### config.mk
export PLATFORM = sky130hd
export DESIGN_NAME = asr_ctrl
export DESIGN_NICKNAME = d
export VERILOG_FILES = /design/src/logic/asr_pkg.sv /design/src/logic/asr_tmr_if.sv /design/src/logic/asr_timer.sv /design/src/logic/asr_ctrl.sv
export SDC_FILE = /design/constraint.sdc
export NUM_CORES = 1
export LEC_CHECK = 0
export BUFFER_PORTS_ARGS = -buffer_cell sky130_fd_sc_hd__buf_2
export CORE_MARGIN = 2
export CORE_UTILIZATION = 49
export CTS_CLUSTER_SIZE = 25
export DETAILED_ROUTE_END_ITERATION = 7
export GPL_ROUTABILITY_DRIVEN = 0
export GPL_TIMING_DRIVEN = 0
export PLACE_DENSITY = 0.79
export SLEW_MARGIN = 20
export SYNTH_ARGS = -nofsm -noshare
export SYNTH_HDL_FRONTEND = slang
export SYNTH_SLANG_ARGS = --single-unit
export TNS_END_PERCENT = 50
### constraint.sdc
create_clock -name i_mclk -period 2.4 [get_ports i_mclk]
set_input_delay 0.12 -clock i_mclk [delete_from_list [all_inputs] [get_ports i_mclk]]
set_output_delay 0.12 -clock i_mclk [all_outputs]
set_load 0.02 [all_outputs]
### src/logic/asr_pkg.sv
// Package for the asynchronous SRAM host controller.
// Assumes a 100 MHz system clock; pin timing derived from ns figures here.
package asr_pkg;
	localparam int ASR_ADDR_W          = 18;
	localparam int ASR_DATA_W          = 32;
	localparam int ASR_HALF_W          = 16;
	localparam int ASR_CLK_PERIOD_NS   = 10;
	// Minimum times, ns
	localparam int ASR_ADDR_ACCESS_NS  = 25;
	localparam int ASR_SEL_ACCESS_NS   = 25;
	localparam int ASR_DRV_ACCESS_NS   = 10;
	localparam int ASR_READ_CYCLE_NS   = 25;
	localparam int ASR_FLOAT_NS        = 10;
	localparam int ASR_WR_PULSE_NS     = 20;
	localparam int ASR_ADDR_SETUP_NS   = 5;
	localparam int ASR_HOLD_NS         = 5;
	// Cycle counts, rounded up, at least one
	localparam int ASR_READ_CYC  = (ASR_SEL_ACCESS_NS + ASR_ADDR_SETUP_NS + ASR_CLK_PERIOD_NS - 1)
		/ ASR_CLK_PERIOD_NS;
	localparam int ASR_RCYC_CYC  = (ASR_READ_CYCLE_NS + ASR_CLK_PERIOD_NS - 1) / ASR_CLK_PERIOD_NS;
	localparam int ASR_FLOAT_CYC = (ASR_FLOAT_NS + ASR_CLK_PERIOD_NS - 1) / ASR_CLK_PERIOD_NS;
	localparam int ASR_WPUL_CYC  = (ASR_WR_PULSE_NS + ASR_CLK_PERIOD_NS - 1) / ASR_CLK_PERIOD_NS;
	localparam int ASR_SETUP_CYC = (ASR_ADDR_SETUP_NS + ASR_CLK_PERIOD_NS - 1) / ASR_CLK_PERIOD_NS;
	localparam int ASR_HOLD_CYC  = (ASR_HOLD_NS + ASR_CLK_PERIOD_NS - 1) / ASR_CLK_PERIOD_NS;
	// Extra wait for read data to pass the pin synchroniser
	localparam int ASR_SYNC_CYC  = 2;
	localparam int ASR_CNT_W     = 4;
	typedef enum logic {ASR_WR_STROBE, ASR_WR_SELECT} asr_wmode_t;
endpackage

### src/logic/asr_tmr_if.sv
// Interface between the controller FSM and its delay counter.
// Assumes one clock domain shared by both ends.
interface asr_tmr_if;
	import asr_pkg::*;
	logic                 load;
	logic [ASR_CNT_W-1:0] count;
	logic                 done;
	modport ctl (output load, output count, input done);
	modport tmr (input load, input count, output done);
endinterface

### src/logic/asr_timer.sv
// Loadable down counter timing pin phases.
// Assumes loads come from the controller on the same clock.
module asr_timer
	import asr_pkg::*;
(
	// Clock and reset
	input  wire logic i_mclk,
	input  wire logic i_reset,
	// Control
	asr_tmr_if.tmr    t
);
	logic [ASR_CNT_W-1:0] cnt_reg;
	logic [ASR_CNT_W-1:0] cnt_next;

	always_comb begin
		cnt_next = cnt_reg;
		if (t.load) begin
			cnt_next = t.count;
		end else if (cnt_reg != '0) begin
			cnt_next = cnt_reg - 4'h1;
		end
	end

	always_ff @(posedge i_mclk) begin
		if (i_reset) begin
			cnt_reg <= '0;
		end else begin
			cnt_reg <= cnt_next;
		end
	end

	// Done must not depend on load: the controller loads on done
	assign t.done = (cnt_reg == '0);
endmodule

### src/logic/asr_ctrl.sv
// Host controller driving an asynchronous 256K x 32 SRAM over its pins.
// Assumes the SRAM sits on the pins below; DQ level resolved outside.
// Function
// Memory is 262144 words of 32 bits
// Device unclocked; pins alone time access
// Select high means standby, bus floats
// Strobe high read, strobe low write
// Output drive ignored during writes
// Data floats if drive high or strobe low
// Read drives only selected halves
// Write stores only selected halves
// Both halves deselected: no write, float
// Each address change starts new read
// Address changes no faster than read cycle
// Select read: address stable, drive on
// Data valid after latest access delay
// Strobe write ends on strobe rise
// Select write ends on select rise
// Wait float time before driving write data
// Reads return last written half-words
module asr_ctrl
	import asr_pkg::*;
(
	// Clock and reset
	input  wire logic                  i_mclk,
	input  wire logic                  i_reset,
	// User request
	input  wire logic                  i_req,
	input  wire logic                  i_write,
	input  wire logic                  i_sel_mode,
	input  wire logic [1:0]            i_half_en,
	input  wire logic [ASR_ADDR_W-1:0] i_addr,
	input  wire logic [ASR_DATA_W-1:0] i_wdata,
	output logic                       o_ready,
	output logic                       o_rvalid,
	output logic [ASR_DATA_W-1:0]      o_rdata,
	// Memory pins
	output logic [ASR_ADDR_W-1:0]      o_addr,
	output logic                       o_chip_select_n,
	output logic                       o_write_strobe_n,
	output logic                       o_output_drive_n,
	output logic                       o_lower_half_select_n,
	output logic                       o_upper_half_select_n,
	input  wire logic [ASR_DATA_W-1:0] i_dq,
	output logic [ASR_DATA_W-1:0]      o_dq,
	output logic [1:0]                 o_dq_oe_n
);
	typedef enum logic [2:0] {S_IDLE, S_SETUP, S_RWAIT, S_FLOAT, S_WPULSE, S_HOLD, S_GAP} asr_state_t;

	asr_tmr_if tif ();
	asr_timer u_timer (
		.i_mclk  (i_mclk),
		.i_reset (i_reset),
		.t       (tif)
	);

	asr_state_t            st_reg, st_next;
	logic                  wr_reg, wr_next;
	asr_wmode_t            wm_reg, wm_next;
	logic [ASR_ADDR_W-1:0] a_reg, a_next;
	logic [ASR_DATA_W-1:0] wd_reg, wd_next;
	logic [ASR_DATA_W-1:0] rd_reg, rd_next;
	logic                  cs_reg, cs_next;
	logic                  we_reg, we_next;
	logic                  oe_reg, oe_next;
	logic                  lo_reg, lo_next;
	logic                  hi_reg, hi_next;
	logic [1:0]            doe_reg, doe_next;
	logic                  rdy_reg, rdy_next;
	logic                  rv_reg, rv_next;
	logic [ASR_DATA_W-1:0] dq_s1, dq_s2, dq_s3;

	// Read data sampled through three stages; the memory is unclocked
	always_ff @(posedge i_mclk) begin
		dq_s1 <= i_dq;
		dq_s2 <= dq_s1;
		dq_s3 <= dq_s2;
	end

	always_comb begin
		st_next  = st_reg;
		wr_next  = wr_reg;
		wm_next  = wm_reg;
		a_next   = a_reg;
		wd_next  = wd_reg;
		rd_next  = rd_reg;
		cs_next  = cs_reg;
		we_next  = we_reg;
		oe_next  = oe_reg;
		lo_next  = lo_reg;
		hi_next  = hi_reg;
		doe_next = doe_reg;
		rdy_next = 1'b0;
		rv_next  = 1'b0;
		tif.load  = 1'b0;
		tif.count = '0;
		case (st_reg)
			S_IDLE: begin
				rdy_next = 1'b1;
				if (i_req && rdy_reg) begin
					rdy_next = 1'b0;
					wr_next  = i_write;
					wm_next  = i_sel_mode ? ASR_WR_SELECT : ASR_WR_STROBE;
					a_next   = i_addr;
					wd_next  = i_wdata;
					lo_next  = ~i_half_en[0];
					hi_next  = ~i_half_en[1];
					oe_next  = i_write;
					we_next  = 1'b1;
					cs_next  = 1'b1;
					tif.load  = 1'b1;
					tif.count = ASR_CNT_W'(ASR_SETUP_CYC);
					st_next  = S_SETUP;
				end
			end
			S_SETUP: begin
				if (tif.done) begin
					cs_next = 1'b0;
					if (wr_reg) begin
						we_next   = 1'b0;
						tif.load  = 1'b1;
						tif.count = ASR_CNT_W'(ASR_FLOAT_CYC);
						st_next   = S_FLOAT;
					end else begin
						tif.load  = 1'b1;
						tif.count = ASR_CNT_W'(ASR_READ_CYC + ASR_SYNC_CYC);
						st_next   = S_RWAIT;
					end
				end
			end
			S_RWAIT: begin
				if (tif.done) begin
					rd_next  = dq_s3;
					rv_next  = 1'b1;
					cs_next  = 1'b1;
					oe_next  = 1'b1;
					tif.load  = 1'b1;
					tif.count = ASR_CNT_W'(ASR_RCYC_CYC);
					st_next  = S_GAP;
				end
			end
			S_FLOAT: begin
				if (tif.done) begin
					doe_next  = {hi_reg, lo_reg};
					tif.load  = 1'b1;
					tif.count = ASR_CNT_W'(ASR_WPUL_CYC);
					st_next   = S_WPULSE;
				end
			end
			S_WPULSE: begin
				if (tif.done) begin
					if (wm_reg == ASR_WR_STROBE) begin
						we_next = 1'b1;
					end else begin
						cs_next = 1'b1;
					end
					tif.load  = 1'b1;
					tif.count = ASR_CNT_W'(ASR_HOLD_CYC);
					st_next   = S_HOLD;
				end
			end
			S_HOLD: begin
				if (tif.done) begin
					doe_next  = 2'h3;
					cs_next   = 1'b1;
					we_next   = 1'b1;
					tif.load  = 1'b1;
					tif.count = ASR_CNT_W'(ASR_RCYC_CYC);
					st_next   = S_GAP;
				end
			end
			S_GAP: begin
				if (tif.done) begin
					rdy_next = 1'b1;
					st_next  = S_IDLE;
				end
			end
			default: begin
				st_next = S_IDLE;
			end
		endcase
	end

	always_ff @(posedge i_mclk) begin
		if (i_reset) begin
			st_reg  <= S_IDLE;
			wr_reg  <= 1'b0;
			wm_reg  <= ASR_WR_STROBE;
			a_reg   <= '0;
			wd_reg  <= '0;
			rd_reg  <= '0;
			cs_reg  <= 1'b1;
			we_reg  <= 1'b1;
			oe_reg  <= 1'b1;
			lo_reg  <= 1'b1;
			hi_reg  <= 1'b1;
			doe_reg <= 2'h3;
			rdy_reg <= 1'b0;
			rv_reg  <= 1'b0;
		end else begin
			st_reg  <= st_next;
			wr_reg  <= wr_next;
			wm_reg  <= wm_next;
			a_reg   <= a_next;
			wd_reg  <= wd_next;
			rd_reg  <= rd_next;
			cs_reg  <= cs_next;
			we_reg  <= we_next;
			oe_reg  <= oe_next;
			lo_reg  <= lo_next;
			hi_reg  <= hi_next;
			doe_reg <= doe_next;
			rdy_reg <= rdy_next;
			rv_reg  <= rv_next;
		end
	end

	assign o_ready               = rdy_reg;
	assign o_rvalid              = rv_reg;
	assign o_rdata               = rd_reg;
	assign o_addr                = a_reg;
	assign o_chip_select_n       = cs_reg;
	assign o_write_strobe_n      = we_reg;
	assign o_output_drive_n      = oe_reg;
	assign o_lower_half_select_n = lo_reg;
	assign o_upper_half_select_n = hi_reg;
	assign o_dq                  = wd_reg;
	assign o_dq_oe_n             = doe_reg;
endmodule

# Word level (Yosys, flattened, before mapping)
# Index checks and enable logic that the tools add are counted.
# Widths: inputs -> output; s select.
# totals
register_bits	196
inputBits	89
output_inout_bits	91
word_cells	97
# op_classes
add_sub_neg	1
eq_ne	17
muxes	39
n_bitwise	3
reduce_logical	19
# ops
op	count
$mux 3	8
$ne 2x2->1 const B	10
$pmux 3 s6	1
$mux 1	17
$pmux 3 s5	1
$reduce_and 6->1	2
$reduce_bool 4->1	3
$eq 3x3->1 const B	3
$mux 2	4
$mux 4	2
$pmux 1 s4	2
$reduce_and 7->1	1
$eq 3x2->1 const B	2
$pmux 1 s2	3
$reduce_and 3->1	2
$reduce_bool 2->1	3
$reduce_or 5->1	1
$logic_not 4->1	1
$pmux 2 s2	1
$reduce_and 2->1	2
$reduce_or 2->1	2
$sub 4x1->4 const B	1
$eq 3x1->1 const B	1
$logic_not 3->1	1
3 further kinds	5

# Longest topological paths before layout
# logic_depth
word_depth	4
depth_mapped	8
depth_no_buf	6

# Hierarchy
# From an unflattened synthesis, not the netlist that was laid out.
# hier_totals
hier_cells	569
area_unflattened_um2	5689.2
# by_module_without_submodules
module	instances	cells_each	area_per_inst_um2	seq_area_each_um2
asr_ctrl	1	545	5460.2	3843.7
asr_timer	1	24	229.0	80.1

# Worst setup path after synthesis
# Ideal clock, no wire load.
# synth_timing
path_kind	reg2reg
from	register u_timer.cnt_reg[0]
to	register rd_reg[10] (netlist: o_rdata[10])
setup_ps	132
arrival_ps	1686
required_time_ps	2268
path_slack_ps	582
path_stages_with_launch	9
n_path_buf	2
synth_period_minus_slack_ps	1818
path_cell_list	dfxtp_1 inv_1 ha_1 or3b_1 or3_1 buf_2 buf_6 nand2_1 a21oi_1
# synth_via
elab_chain_cells	2
# synth_lines
item	line	source
start, declared	asr_timer.sv:12	logic [ASR_CNT_W-1:0] cnt_reg;
start signal, assigned	asr_timer.sv:28	cnt_reg <= cnt_next;
$logic_not 4->1	asr_timer.sv:33	assign t.done = (cnt_reg == '0);
$reduce_and 2->1 (no line)	--	
end signal, assigned	asr_ctrl.sv:206	rd_reg <= rd_next;
end, declared	asr_ctrl.sv:62	logic [ASR_DATA_W-1:0] rd_reg, rd_next;
# Every way passes these cells.
# A chain may end at the register's enable or synchronous reset.

# Worst setup path in the final report
# layout_timing
from	register u_timer.cnt_reg[0]
to	register rd_reg[18] (netlist: o_rdata[18])
# The elaborated chain is that of the path after synthesis.

==> results.yml <==
run_status:
  status: "finished clean"
worst_setup_path:
  critPathLaunchType: "flip-flop"
  cp_max_fo: 10
  reg2reg_depth: 7
  crit_path_end_kind: "flip-flop"
  cp.arrival_ps: 2450
  crit_required_ps: 2740
  crit_type: "flip-flop to flip-flop"
pwr:
  power_switching_w: 0.002454
  comb_power_share: 0.214
  power_density_mw_per_mm2: 1017
  p_leak_nw: 3.569
  clockPowerShare: 0.331
  peakVddDrop_mv: 0.8704
  internal_power_w: 0.005829
  seqPwrFrac: 0.454
  switching_share: 0.2963
timing:
  rsz0062_at_grt: "false"
  hold_violations: 0
  holdWs_ps: 29.57
  tightestPinTransition_ps: 635.1
  min_period_ps: 2101
  setup_violations: 0
  drv_slew: 0
  finClkSkew_ps: 10.82
  fmax_mhz: 476.0
  finalCritPeriodShare: 0.8753
  slew_headroom: 0.5766
  final.setup.worst_slack_ps: 299.3
  fin_setup_tns_ps: 0
drt:
  dr.pass1.iters: 5
  avgRoutedWirePerCell_um: 15.10
  first_iter_violations: 307
  drt.antenna.violating_nets: 0
  avgViaCountPerCell: 4.960
  wl_mm: 15.13
  post-route-drc-count: 0
  vias: 4970
synthesis:
  seq_area_frac_synth: 0.6941
  synth_edf_count: 0
  yosys.area.top_type: "dfxtp_1"
  ys_warn_count: 0
  synth_top_area_frac: 0.6941
  syn_area_mm2: 0.005653
  synth_seq_cells: 196
  synthCells: 565
  synth_cell_types: 39
  synthTopCellsByArea: "dfxtp_1 (69%), nand2_1 (12%), a21oi_1 (8.1%), clkbuf_1 (1.4%), buf_4 (1.2%)"
  avgSynthCellArea_um2: 10.01
  synthFlopType: "dfxtp_1"
  synth_nets: 655
  ys_async_sr_fraction: 0
die:
  die_w_um: 111.4
  ios: 180
  fp.dieH_um: 111.4
  die_area_mm2: 0.01241
  std_cell_rows: 39
  initial_core_util: 0.4993
  coreArea_mm2: 0.01132
clock_tree:
  cts_buffers: 17
  cts_buffer_depth: 2
  clk_pin_slew_ps: 70
  clock_latency_ps: 420
  cts_resized: 0
  cts-root-buf: "clkbuf_16"
  ctsHtreeMaxLevel: 4
  cts_tree: "yes"
  cts_sinks: 196
grt:
  grt_pass1_wl_mm: 24.23
  overflow: 0
  grt_usage: 0.2461
  antenna_found_initial: 0
  grt_pass1_vias: 5075
  grt_max_degree: 17
final_layout:
  multi_input_area_mm2: 0.001515
  seqCellArea_mm2: 0.003924
  fillers: 770
  diodes: 0
  drive_gt1_frac: 0.2608
  syn2layout_area_growth_pct: 44.13
  final_nets: 937
run:
  drv_cap: 0
placement:
  hpwl_mm: 8.769
  io_buffer_count: 178
  post-place-ws_ps: 344.6
min_path:
  hold_depth: 3
  hold_path.class: "input port to flip-flop"
[worst paths after layout]
| check | start | end | slack [ps] |
|---|---|---|---|
| min reg2reg | dq_s2[5] | dq_s3[5] | 330 |
| max | u_timer.cnt_reg[0] | o_rdata[18] | 300 |
| max reg2reg | u_timer.cnt_reg[0] | o_rdata[18] | 300 |
| min | i_half_en[1] | o_upper_half_select_n | 30 |
[area by class of cell]
class	instances	area share
inverter	5	0.002303
multi-input combinational	328	0.1860
clock buffer	21	0.05528
timing repair buffer	263	0.2138
buffer	36	0.02396
tap	143	0.02196
sequential	196	0.4816
clock inverter	10	0.01520
[synth_stat cells (2+ instances only)]
| cell | number |
|---|---|
| dfxtp_1 | 196 |
| nand2_1 | 175 |
| a21oi_1 | 92 |
| clkbuf_1 | 21 |
| nor2_1 | 12 |
| buf_4 | 9 |
| inv_1 | 5 |
| nand3_1 | 5 |
| nor3_1 | 5 |
| buf_2 | 3 |
| buf_6 | 3 |
| o21ai_0 | 3 |
| or3_1 | 3 |
| a211o_1 | 2 |
| a211oi_1 | 2 |
| a31oi_1 | 2 |
| mux2i_1 | 2 |
| nand2b_1 | 2 |
| nor2b_1 | 2 |
| o22ai_1 | 2 |
[worst max-delay path: stages, from the launching register on]
cell	delay, ps
dfxtp_1	330
inv_1	60
ha_1	210
or3b_1	460
nor3_2	450
buf_4	260
nand2_1	100
a21oi_1	140
[logic make-up (layout without fill, tap and decap cells)]
| group | after synthesis | in the layout | synth area share |
|---|---|---|---|
| adder cells (fa/ha/maj) | 1 | 1 | 0.002213 |
| XOR/XNOR | 2 | 2 | 0.003099 |
| multiplexers | 2 | 2 | 0.003542 |
| buffers and inverters | 41 | 335 | 0.03785 |
| AND/OR/NAND/NOR | 210 | 210 | 0.1501 |
| AO/OA/AOI/OAI | 113 | 113 | 0.1091 |
| flip-flops | 196 | 196 | 0.6941 |
[placed cells by master, fill, tap and decap left out, types with 2 or more instances in the layout]
cell type | synthesis | final
o21ai_0 | 3 | 3
nor2b_1 | 2 | 2
a21oi_1 | 92 | 92
inv_6 | 0 | 3
buf_2 | 3 | 181
nor2_1 | 12 | 12
dlygate4sd3_1 | 0 | 85
clkinvlp_4 | 0 | 2
mux2i_1 | 2 | 2
bufinv_16 | 0 | 2
nand2b_1 | 2 | 2
clkinv_4 | 0 | 2
clkbuf_16 | 0 | 17
or3_1 | 3 | 3
buf_4 | 9 | 9
a211o_1 | 2 | 2
clkbuf_1 | 21 | 24
dfxtp_1 | 196 | 196
a31oi_1 | 2 | 2
o22ai_1 | 2 | 2
nor3_1 | 5 | 5
a211oi_1 | 2 | 2
buf_6 | 3 | 3
nand3_1 | 5 | 5
inv_1 | 5 | 5
nand2_1 | 175 | 175
[timing repair]
item	4_1_cts	5_1_grt
endpoints found under the hold margin	86	0
endpoints found under the setup margin	0	0
setup buffers	0	0
hold buffers	85	0
[power groups by stage]
stage | clock, W | sequential [W] | combinational [W]
5_1_grt | 0.00295 | 0.00380 | 0.00192
6_report | 0.00274 | 0.00376 | 0.00178
4_1_cts | 0.00279 | 0.00375 | 0.00172
3_3_place_gp | 0 | 0.00380 | 0.00155
3_5_place_dp | 0 | 0.00382 | 0.00160
2_1_floorplan | 0 | 0.00404 | 0.000863
[per-layer routing]
metal  vias to the layer above  global-route usage  wire length [um]
met2                       235              0.4455              7733
met4                         0              0.1062               466
met1                      2295              0.2653              5811
met5                         -                   0                 0
li1                       2402                   -                 -
met3                        38             0.07621              1117
[stage by stage]
stage          utilization  instance area, um^2  instances  power, W
6_report            0.7197                 8148       1002  0.008283
5_1_grt             0.7197                 8148       1002  0.008670
4_1_cts             0.7197                 8148       1002  0.008258
3_5_place_dp        0.5938                 6723        886  0.005420
3_3_place_gp        0.5938                 6723        886  0.005345
2_1_floorplan            -                 5653        565  0.004899
(Power assumes the default switching activity.)
